### src/include/pxir_defines.svh
`ifndef PXIR_DEFINES_SVH
`define PXIR_DEFINES_SVH
`define PXIR_IDX_CAP 8'h12
`define PXIR_IDX_ENT 8'h13
`define PXIR_IDX_MASK 8'h1c
`define PXIR_IDX_STAT 8'h1d
`define PXIR_IDX_RING 8'h1e
`define PXIR_STAT_BITS 11
`define PXIR_MASK_BITS 5
`define PXIR_CAP_IND_BIT 15
`define PXIR_CAP_QUAD_BIT 14
`define PXIR_CAP_SEC_BIT 12
`define PXIR_CAP_DUAL_BIT 10
`define PXIR_CAP_KEY_BIT 8
`define PXIR_RING_START_BIT 15
`define PXIR_RING_ADV_BIT 14
`define PXIR_RING_LPADV_BIT 13
`define PXIR_RING_FORCE_BIT 12
`define PXIR_RING_GO_BIT 0
`define PXIR_SWITCH_TIME_NS 1000
`define PXIR_SWITCH_CYCLES ((`PXIR_SWITCH_TIME_NS + 9) / 10)
`endif

### src/include/pxir_pkg.sv
package pxir_pkg;
    typedef enum logic [1:0] {
        PXIR_ROLE_SLAVE = 2'b00,
        PXIR_ROLE_TO_SLAVE = 2'b01,
        PXIR_ROLE_TO_MASTER = 2'b10,
        PXIR_ROLE_MASTER = 2'b11
    } pxir_role_t;
    typedef enum logic [1:0] {
        PXIR_AHB_IDLE = 2'b00,
        PXIR_AHB_BUSY = 2'b01,
        PXIR_AHB_NONSEQ = 2'b10,
        PXIR_AHB_SEQ = 2'b11
    } pxir_htrans_t;
endpackage

### src/rtl/pxir_regs.sv
// Operation
// RULE1: status bits pend until read, then clear
// RULE2: bits 0-3 are energy-efficient events
// RULE3: bit 4 is switchover complete
// RULE4: bits 5-9 are link-security events
// RULE5: bit 10 memory integrity; 15:11 zero
// RULE6: mask bits 0-3 sticky enables, reset zero
// RULE7: mask bit 4 enables switchover interrupt
// RULE8: capability bits 7:0 give variant BCD
// RULE9: capability bit 15 industrial temperature
// RULE10: capability bit 12 link security present
// RULE11: capability bit 8 256-bit keys
// RULE12: entropy word returns 16 random bits
// RULE13: ring bit 14 advertise; 13 partner
// RULE14: ring bit 12 forces ring resiliency
// RULE15: ring bits 5:4 encode timing role
// RULE16: stable role follows autonegotiation result
// RULE17: ring bit 0 starts switchover, self-clears
// RULE18: interrupt when pending and enabled
// RULE19: sticky bits survive soft reset
//
// Added by the designer: the AHB-Lite register port.
`timescale 1ns/10ps
`default_nettype none
`include "pxir_defines.svh"
module pxir_regs #(
    parameter logic [7:0] VARIANT_BCD = 8'h42, // arbitrary value, set per variant
    parameter logic INDUSTRIAL = 1'b0,
    parameter logic QUAD_DEVICE = 1'b0,
    parameter logic SEC_CAPABLE = 1'b1,
    parameter logic DUAL_MEDIA = 1'b0,
    parameter logic KEY256 = 1'b1,
    parameter int SWITCH_CYCLES = `PXIR_SWITCH_CYCLES
) (
    input wire logic clock,
    input wire logic rst_n,
    input wire logic softReset,
    input wire logic hsel,
    input wire logic [31:0] haddr,
    input wire logic [1:0] htrans,
    input wire logic hwrite,
    input wire logic [2:0] hsize,
    input wire logic [31:0] hwdata,
    input wire logic hready,
    output logic [31:0] hrdata,
    output logic hreadyout,
    output logic hresp,
    input wire logic [10:0] eventIn,
    input wire logic linkPartnerAdvertises,
    input wire logic anegMaster,
    input wire logic linkUp,
    output logic ringEnable,
    output logic ringStartupEnable,
    output logic ringAdvertise,
    output logic [1:0] timingRole,
    output logic irq
);
    logic [10:0] status_reg;
    logic [4:0] mask_reg;
    logic [2:0] ringCtl_reg;
    pxir_pkg::pxir_role_t role_reg;
    logic [15:0] lfsr_reg;
    logic [31:0] swCount_reg;
    logic linkUp_reg;
    logic wrPend_reg;
    logic [7:0] wrIdx_reg;
    logic [31:0] hrdata_reg;
    logic [7:0] aIdx;
    logic take;
    logic rdStat;
    logic swDone;
    logic inSwitch;
    logic linkRise;

    function automatic logic [7:0] regIndex(input logic [31:0] a);
        regIndex = a[9:2];
    endfunction

    assign aIdx = regIndex(haddr);
    assign take = hsel && hready && htrans[1];
    assign rdStat = take && !hwrite && aIdx == `PXIR_IDX_STAT;
    assign hreadyout = 1'b1;
    assign hresp = 1'b0;
    assign hrdata = hrdata_reg;
    assign inSwitch = role_reg == pxir_pkg::PXIR_ROLE_TO_MASTER || role_reg == pxir_pkg::PXIR_ROLE_TO_SLAVE;
    assign swDone = inSwitch && swCount_reg == 32'h00000001;
    assign linkRise = linkUp && !linkUp_reg;

    always_ff @(posedge clock or negedge rst_n) begin
        if (!rst_n) begin
            wrPend_reg <= 1'b0;
            wrIdx_reg <= 8'h00;
        end else begin
            wrPend_reg <= take && hwrite;
            wrIdx_reg <= aIdx;
        end
    end

    // set beats read-clear so no event is lost
    always_ff @(posedge clock or negedge rst_n) begin
        if (!rst_n) begin
            status_reg <= 11'h000;
        end else begin
            status_reg <= (rdStat ? 11'h000 : status_reg) | eventIn | {6'h00, swDone, 4'h0}; // RULE1 RULE2 RULE3 RULE4 RULE5
        end
    end

    generate
        for (genvar gi = 0; gi < `PXIR_STAT_BITS; gi++) begin : g_statBit
            AST_STAT_SET: assert property ( // RULE2 RULE3 RULE4 RULE5
                @(posedge clock) disable iff (!rst_n)
                eventIn[gi]
                |=> status_reg[gi]
            ) else $error("event lost");

            AST_STAT_HOLD: assert property ( // RULE1
                @(posedge clock) disable iff (!rst_n)
                status_reg[gi] && !rdStat
                |=> status_reg[gi]
            ) else $error("pending bit dropped");
        end
    endgenerate

    AST_STAT_QUIET: assert property ( // RULE1
        @(posedge clock) disable iff (!rst_n)
        !(|eventIn) && !swDone && !rdStat
        |=> $stable(status_reg)
    ) else $error("status moved without cause");

    AST_STAT_CLEAR: assert property ( // RULE1
        @(posedge clock) disable iff (!rst_n)
        rdStat && !(|eventIn) && !swDone
        |=> status_reg == 11'h000
    ) else $error("status not cleared");

    AST_SW_DONE: assert property ( // RULE3
        @(posedge clock) disable iff (!rst_n)
        swDone
        |=> status_reg[4]
    ) else $error("switch done not flagged");

    // hardware reset only; softReset deliberately ignored
    always_ff @(posedge clock or negedge rst_n) begin
        if (!rst_n) begin
            mask_reg <= 5'h00;
            ringCtl_reg <= 3'h0;
        end else if (wrPend_reg) begin
            if (wrIdx_reg == `PXIR_IDX_MASK) begin
                mask_reg <= hwdata[4:0]; // RULE6 RULE7 RULE19
            end
            if (wrIdx_reg == `PXIR_IDX_RING) begin
                ringCtl_reg <= {hwdata[`PXIR_RING_START_BIT], hwdata[`PXIR_RING_ADV_BIT],
                    hwdata[`PXIR_RING_FORCE_BIT]}; // RULE13 RULE14 RULE19
            end
        end
    end

    AST_MASK_WR: assert property ( // RULE6
        @(posedge clock) disable iff (!rst_n)
        wrPend_reg && wrIdx_reg == `PXIR_IDX_MASK
        |=> mask_reg == $past(hwdata[4:0])
    ) else $error("mask write");

    AST_MASK_BIT4: assert property ( // RULE7
        @(posedge clock) disable iff (!rst_n)
        wrPend_reg && wrIdx_reg == `PXIR_IDX_MASK
        |=> mask_reg[4] == $past(hwdata[4])
    ) else $error("switchover mask write");

    AST_MASK_KEEP: assert property ( // RULE19
        @(posedge clock) disable iff (!rst_n)
        !(wrPend_reg && wrIdx_reg == `PXIR_IDX_MASK)
        |=> $stable(mask_reg)
    ) else $error("mask changed without write");

    AST_SOFT: assert property ( // RULE19
        @(posedge clock) disable iff (!rst_n)
        softReset && !wrPend_reg
        |=> $stable(mask_reg)
    ) else $error("soft reset hit mask");

    AST_RING_WR: assert property ( // RULE13 RULE14
        @(posedge clock) disable iff (!rst_n)
        wrPend_reg && wrIdx_reg == `PXIR_IDX_RING
        |=> ringCtl_reg == $past({hwdata[`PXIR_RING_START_BIT], hwdata[`PXIR_RING_ADV_BIT], hwdata[`PXIR_RING_FORCE_BIT]})
    ) else $error("ring control write");

    AST_RING_KEEP: assert property ( // RULE19
        @(posedge clock) disable iff (!rst_n)
        !(wrPend_reg && wrIdx_reg == `PXIR_IDX_RING)
        |=> $stable(ringCtl_reg)
    ) else $error("ring control changed without write");

    assign ringStartupEnable = ringCtl_reg[2];
    assign ringAdvertise = ringCtl_reg[1];
    assign ringEnable = ringCtl_reg[0] || (ringCtl_reg[1] && linkPartnerAdvertises); // RULE14
    assign timingRole = role_reg;
    assign irq = |(status_reg & {6'h00, mask_reg}); // RULE18

    AST_IRQ: assert property ( // RULE18
        @(posedge clock) disable iff (!rst_n)
        1'b1
        |-> irq == |(status_reg[4:0] & mask_reg)
    ) else $error("irq mismatch");

    AST_IRQ_MASK4: assert property ( // RULE7
        @(posedge clock) disable iff (!rst_n)
        status_reg[4] && mask_reg[4]
        |-> irq
    ) else $error("switchover irq missing");

    AST_IRQ_NOMASK: assert property ( // RULE18
        @(posedge clock) disable iff (!rst_n)
        (status_reg[4:0] & mask_reg) == 5'h00
        |-> !irq
    ) else $error("irq without enabled event");

    AST_FORCE: assert property ( // RULE14
        @(posedge clock) disable iff (!rst_n)
        ringCtl_reg[0]
        |-> ringEnable
    ) else $error("force ignored");

    always_ff @(posedge clock or negedge rst_n) begin
        if (!rst_n) begin
            linkUp_reg <= 1'b0;
        end else begin
            linkUp_reg <= linkUp;
        end
    end

    // role latches aneg result on link-up; go ignored mid-switch
    always_ff @(posedge clock or negedge rst_n) begin
        if (!rst_n) begin
            role_reg <= pxir_pkg::PXIR_ROLE_SLAVE;
            swCount_reg <= 32'h00000000;
        end else if (linkUp && !linkUp_reg) begin
            role_reg <= anegMaster ? pxir_pkg::PXIR_ROLE_MASTER : pxir_pkg::PXIR_ROLE_SLAVE; // RULE16
            swCount_reg <= 32'h00000000;
        end else if (inSwitch) begin
            swCount_reg <= swCount_reg - 32'h00000001;
            if (swDone) begin
                role_reg <= role_reg == pxir_pkg::PXIR_ROLE_TO_MASTER ? pxir_pkg::PXIR_ROLE_MASTER
                    : pxir_pkg::PXIR_ROLE_SLAVE; // RULE15
            end
        end else if (wrPend_reg && wrIdx_reg == `PXIR_IDX_RING && hwdata[`PXIR_RING_GO_BIT] && ringEnable) begin
            role_reg <= role_reg == pxir_pkg::PXIR_ROLE_MASTER ? pxir_pkg::PXIR_ROLE_TO_SLAVE
                : pxir_pkg::PXIR_ROLE_TO_MASTER; // RULE17
            swCount_reg <= SWITCH_CYCLES;
        end
    end

    AST_ROLE_LINK: assert property ( // RULE16
        @(posedge clock) disable iff (!rst_n)
        linkRise && anegMaster
        |=> role_reg == pxir_pkg::PXIR_ROLE_MASTER
    ) else $error("role not master at link-up");

    AST_ROLE_LINK_SLAVE: assert property ( // RULE16
        @(posedge clock) disable iff (!rst_n)
        linkRise && !anegMaster
        |=> role_reg == pxir_pkg::PXIR_ROLE_SLAVE
    ) else $error("role not slave at link-up");

    AST_GO_START: assert property ( // RULE17
        @(posedge clock) disable iff (!rst_n)
        wrPend_reg && wrIdx_reg == `PXIR_IDX_RING && hwdata[0] && ringEnable && !inSwitch && !linkRise
        |=> inSwitch
    ) else $error("go did not start switchover");

    AST_GO_IGNORED: assert property ( // RULE17
        @(posedge clock) disable iff (!rst_n)
        inSwitch && !swDone && !linkRise
        |=> inSwitch
    ) else $error("switchover cut short");

    AST_NO_ENABLE_GO: assert property ( // RULE17
        @(posedge clock) disable iff (!rst_n)
        wrPend_reg && wrIdx_reg == `PXIR_IDX_RING && hwdata[0] && !ringEnable && !inSwitch && !linkRise
        |=> $stable(role_reg)
    ) else $error("go acted while ring disabled");

    AST_SW_END_M: assert property ( // RULE15
        @(posedge clock) disable iff (!rst_n)
        swDone && role_reg == pxir_pkg::PXIR_ROLE_TO_MASTER && !linkRise
        |=> role_reg == pxir_pkg::PXIR_ROLE_MASTER
    ) else $error("switch to master not settled");

    AST_SW_END_S: assert property ( // RULE15
        @(posedge clock) disable iff (!rst_n)
        swDone && role_reg == pxir_pkg::PXIR_ROLE_TO_SLAVE && !linkRise
        |=> role_reg == pxir_pkg::PXIR_ROLE_SLAVE
    ) else $error("switch to slave not settled");

    // free-running lfsr; only pseudo-random, not a true source
    always_ff @(posedge clock or negedge rst_n) begin
        if (!rst_n) begin
            lfsr_reg <= 16'hace1;
        end else begin
            lfsr_reg <= {lfsr_reg[14:0], lfsr_reg[15] ^ lfsr_reg[13] ^ lfsr_reg[12] ^ lfsr_reg[10]}; // RULE12
        end
    end

    AST_ENT: assert property ( // RULE12
        @(posedge clock) disable iff (!rst_n)
        1'b1
        |-> lfsr_reg != 16'h0000
    ) else $error("entropy stuck");

    always_ff @(posedge clock or negedge rst_n) begin
        if (!rst_n) begin
            hrdata_reg <= 32'h00000000;
        end else if (take && !hwrite) begin
            unique case (aIdx)
                `PXIR_IDX_CAP: hrdata_reg <= {16'h0000, INDUSTRIAL, QUAD_DEVICE, 1'b0, SEC_CAPABLE, 1'b0,
                    DUAL_MEDIA, 1'b0, KEY256, VARIANT_BCD}; // RULE8 RULE9 RULE10 RULE11
                `PXIR_IDX_ENT: hrdata_reg <= {16'h0000, lfsr_reg}; // RULE12
                `PXIR_IDX_MASK: hrdata_reg <= {27'h0000000, mask_reg};
                `PXIR_IDX_STAT: hrdata_reg <= {21'h000000, status_reg}; // RULE1 RULE5
                `PXIR_IDX_RING: hrdata_reg <= {16'h0000, ringCtl_reg[2:1], linkPartnerAdvertises,
                    ringCtl_reg[0], 6'h00, role_reg, 4'h0}; // RULE13 RULE15
                default: hrdata_reg <= 32'h00000000;
            endcase
        end
    end

    AST_RD_VAR: assert property ( // RULE8
        @(posedge clock) disable iff (!rst_n)
        take && !hwrite && aIdx == `PXIR_IDX_CAP
        |=> hrdata[7:0] == VARIANT_BCD
    ) else $error("variant field wrong");

    AST_RD_IND: assert property ( // RULE9
        @(posedge clock) disable iff (!rst_n)
        take && !hwrite && aIdx == `PXIR_IDX_CAP
        |=> hrdata[15] == INDUSTRIAL
    ) else $error("temperature grade wrong");

    AST_RD_SEC: assert property ( // RULE10
        @(posedge clock) disable iff (!rst_n)
        take && !hwrite && aIdx == `PXIR_IDX_CAP
        |=> hrdata[12] == SEC_CAPABLE
    ) else $error("security capability wrong");

    AST_RD_KEY: assert property ( // RULE11
        @(posedge clock) disable iff (!rst_n)
        take && !hwrite && aIdx == `PXIR_IDX_CAP
        |=> hrdata[8] == KEY256
    ) else $error("key size capability wrong");

    AST_RD_ENT: assert property ( // RULE12
        @(posedge clock) disable iff (!rst_n)
        take && !hwrite && aIdx == `PXIR_IDX_ENT
        |=> hrdata[15:0] == $past(lfsr_reg)
    ) else $error("entropy read wrong");

    AST_RD_ENT_HI: assert property ( // RULE12
        @(posedge clock) disable iff (!rst_n)
        take && !hwrite && aIdx == `PXIR_IDX_ENT
        |=> hrdata[31:16] == 16'h0000
    ) else $error("entropy upper half not zero");

    AST_RD_RING_GO: assert property ( // RULE17
        @(posedge clock) disable iff (!rst_n)
        take && !hwrite && aIdx == `PXIR_IDX_RING
        |=> hrdata[0] == 1'b0
    ) else $error("go bit reads back set");

    AST_RD_ROLE: assert property ( // RULE15
        @(posedge clock) disable iff (!rst_n)
        take && !hwrite && aIdx == `PXIR_IDX_RING
        |=> hrdata[5:4] == $past(role_reg)
    ) else $error("role field wrong");

    AST_RD_STAT: assert property ( // RULE1 RULE5
        @(posedge clock) disable iff (!rst_n)
        rdStat
        |=> hrdata[15:0] == {5'h00, $past(status_reg)}
    ) else $error("status read wrong");
endmodule
`default_nettype wire

### config.mk
export PLATFORM = sky130hd
export DESIGN_NAME = pxir_regs
export DESIGN_NICKNAME = d
export VERILOG_FILES = /design/src/include/pxir_pkg.sv /design/src/rtl/pxir_regs.sv
export VERILOG_INCLUDE_DIRS = /design/src /design/src/include
export SDC_FILE = /design/constraint.sdc
export NUM_CORES = 1
export LEC_CHECK = 0
export ABC_AREA = 1
export BUFFER_PORTS_ARGS = -buffer_cell sky130_fd_sc_hd__buf_2
export CORE_MARGIN = 5
export CORE_UTILIZATION = 57
export DETAILED_ROUTE_END_ITERATION = 8
export PLACE_DENSITY = 0.86
export SLEW_MARGIN = 15
export SYNTH_ARGS = -nofsm -noshare
export SYNTH_HDL_FRONTEND = slang
export SYNTH_SLANG_ARGS = --single-unit
### constraint.sdc
create_clock -name clock -period 3.45 [get_ports clock]
set_clock_uncertainty 0.2 [all_clocks]
set_input_delay 0.345 -clock clock [delete_from_list [all_inputs] [get_ports clock]]
set_output_delay 0.345 -clock clock [all_outputs]
set_load 0.05 [all_outputs]
==> impl_metrics.toml <==
[finish]
diodes = 0
drive_above_1_share_pct = 17.6
n_fill_cell = 604
final_cell_area_sq_um = 5600
largest_reg_flops = 32
layout.nets = 774
syn_to_final_growth_pct = 16.2
final_util_pct = 68.1
fin_cells = 791

[sta]
hold_viol = 0
drv_slew = 0
setup_viol = 0
tightest_slew_ns = 0.715
min_period_ns = 2.63
setup_tns_ns = 0
finalCritPeriodShare_pct = 76.1
max_slew_margin_pct = 52.3
rsz0062_at_grt = "no"
fmax_mhz = 381

[die]
io_pins = 129
start_util_pct = 58.6
die-width_um = 102
fp.coreArea_sq_um = 8220
rows = 33
die-area_sq_um = 10400
fp.dieH_um = 102

[clock_network]
cts_buffer_depth = 2
clock_latency_ns = 0.37
cts.sinks = 95
cts_tree = "yes"
h-tree-depth = 3
postCtsResizedCells = 0
clk_pin_slew_ns = 0.10
clockRootBuffer = "clkbuf_8"
cts_buffers = 9

[critical_path]
critPathMaxStageDelay_ns = 0.56
worst-path-buf-inv = 2
reg2reg_from = "timingRole[0]$_DFFE_PN0P_"
r2r_end = "swCount_reg[15]$_DFFE_PN0P_"
worstPathRequired_ns = 3.52
path_max_fanout = 25
critPathSlowestCell = "nor2_2"
reg2reg_depth = 6
cp_cell_sequence = "inv_1, ha_1, inv_2, nor2_2, nand2_2, o21ai_0"
critPathKind = "reg -> reg"
reg2reg_slack_ns = 0.82
cp-start-kind = "flop"
critPathArrivalTime_ns = 2.69
crit_family = "simple AND/OR/NAND/NOR gates"
end_kind = "flop"

[synth]
synthMuxAreaShare_pct = 1.40
synth_largest_area_cell = "dfrtp_1"
synthDistinctLibCells = 34
yosysSeqAreaShare_pct = 49.6
synth_top_area_share_pct = 45.2
syn_area_sq_um = 4820
ys_top_cells_by_area = "dfrtp_1 (45%), nand2_1 (13%), nand3_1 (7.4%)"
synth-adder-area-share_pct = 1.04
avgSynthCellArea_sq_um = 8.07
synth_top_family_by_area = "simple AND/OR/NAND/NOR gates"
synth_flop_cell = "dfrtp_1"
synthSimpleGateAreaFrac_pct = 30.7
ys_warn_count = 0
syn_inst = 597
synth-async-reset-ratio_pct = 100
synth_xor_area_share_pct = 0.727
ys_seq_elements = 95
synth_edf_count = 0
synth_compound_area_share_pct = 7.77

[route]
vias = 4293
drt_first_pass_iters = 4
first_iter_violations = 344
route.detailed.drc = 0
via_per_inst = 5.43
ant_nets = 0
avgRoutedWirePerCell_um = 14.8
finalWirelength_um = 11700

[grt]
grt_antenna_before_repair = 0
grt_util_all_layers_pct = 23.6
overflow = 0
grt_pass1_vias = 4250
grt_max_degree = 52
grt_pass1_wl_um = 19400

[run]
maxCapViolCount = 0

[min_path]
whs_path_depth = 2
min_to = "mask_reg[3]$_DFFE_PN0P_"
min_from = "hwdata[3]"
min_path_type = "in -> reg"

[power]
power.density_nw_per_um2 = 786
vdd_ir_drop_max_mv = 0.520
p_leak_nw = 2.93

[placed_design]
hpwl_um = 7970
port_buffers = 57
gp_congestion = 0.968
placed_cells = 750
place_area_sq_um = 5130

[outcome]
status = "complete, no violations"
-- cells in the final DEF, fill, tap and decap left out, types with 8 or more instances in the layout --
cell | Yosys | final
o21ai_0 | 23 | 23
a21o_1 | 10 | 10
o21ai_1 | 11 | 11
dfstp_2 | 8 | 8
nor2_2 | 11 | 11
clkbuf_8 | 0 | 9
dfrtp_1 | 87 | 87
dlygate4sd3_1 | 0 | 25
nand3_1 | 71 | 71
a21oi_1 | 10 | 10
nand2_1 | 166 | 166
buf_2 | 3 | 56
nor2_1 | 58 | 58
conb_1 | 2 | 18
inv_1 | 53 | 53
-- area by class of cell --
| class | count | area, sq um | area share [%] |
|---|---|---|---|
| Sequential cell | 95 | 2390 | 42.6 |
| Multi-Input combinational cell | 431 | 2070 | 37.0 |
| Timing Repair Buffer | 86 | 568 | 10.1 |
| Inverter | 58 | 218 | 3.89 |
| Tap cell | 105 | 131 | 2.35 |
| Clock buffer | 10 | 128 | 2.28 |
| Clock inverter | 6 | 93.8 | 1.68 |
-- through the flow --
step | hold WS [ns] | setup WS (ns) | total power, mW
detailed placement | 0.160 | 0.875 | 3.53
CTS | 0.00846 | 0.851 | 4.38
global route | 0.0148 | 0.615 | 4.75
floorplan | -0.151 | 1.35 | 3.09
global placement | 0.158 | 0.967 | 3.45
finish | 0.0159 | 0.824 | 4.40
-- report_power, final --
group	internal (mW)	total (mW)	switching, mW
clock network	0.415	0.819	0.404
registers	1.29	1.48	0.192
logic	0.630	2.11	1.48
-- worst register-to-register path: cells and delay by family (launching register included) --
kind	cells	cell delay, ns
AOI/OAI and AO/OA	1	0.31
adders and majority gates	1	0.38
buffers and inverters	2	0.16
DFF	1	0.44
and+or+nand+nor	2	1.04
-- synth_stat cells, types with 6 or more instances --
library cell	number
dfrtp_1	87
a21o_1	10
mux2_2	6
o21ai_0	23
nand3_1	71
buf_4	21
nand2_1	166
nand4_1	6
nor2_1	58
a21oi_1	10
o21ai_1	11
inv_1	53
nor3_1	6
nor2_2	11
dfstp_2	8
-- routing by layer --
layer,track usage [%],vias up,routed length [um],part of all wire (%)
met5,0,-,0,0
met3,3.69,30,798,6.8
li1,-,2050,-,-
met4,9.69,0,320,2.7
met2,41.8,168,5960,51
met1,29.0,2045,4590,39
-- timing repair --
item,CTS,global route
hold endpoints to repair,65,0
hold buffers,25,0
setup buffers,0,0
-- worst max path at each step --
stage,startpoint,end,slack (ns),cells past startpoint
CTS,timingRole[0]$_DFFE_PN0P_,swCount_reg[15]$_DFFE_PN0P_,0.85,6
global placement,timingRole[0]$_DFFE_PN0P_,swCount_reg[13]$_DFFE_PN0P_,0.97,8
detailed placement,timingRole[0]$_DFFE_PN0P_,swCount_reg[15]$_DFFE_PN0P_,0.87,6
global route,timingRole[0]$_DFFE_PN0P_,swCount_reg[11]$_DFFE_PN0P_,0.62,8
floorplan,timingRole[0]$_DFFE_PN0P_,swCount_reg[8]$_DFFE_PN0P_,1.35,6
finish,timingRole[0]$_DFFE_PN0P_,swCount_reg[15]$_DFFE_PN0P_,0.82,6
-- cell families (layout without fill, tap and decap cells) --
family          Yosys count  in the layout
compound gates           65             65
xor+xnor                  4              4
fa+ha+maj                 4              4
buf+inv                  87            160
flops                    95             95
mux                       6              6
other cells               2             18
simple gates            334            334
Power figures use the tool's default switching activity.
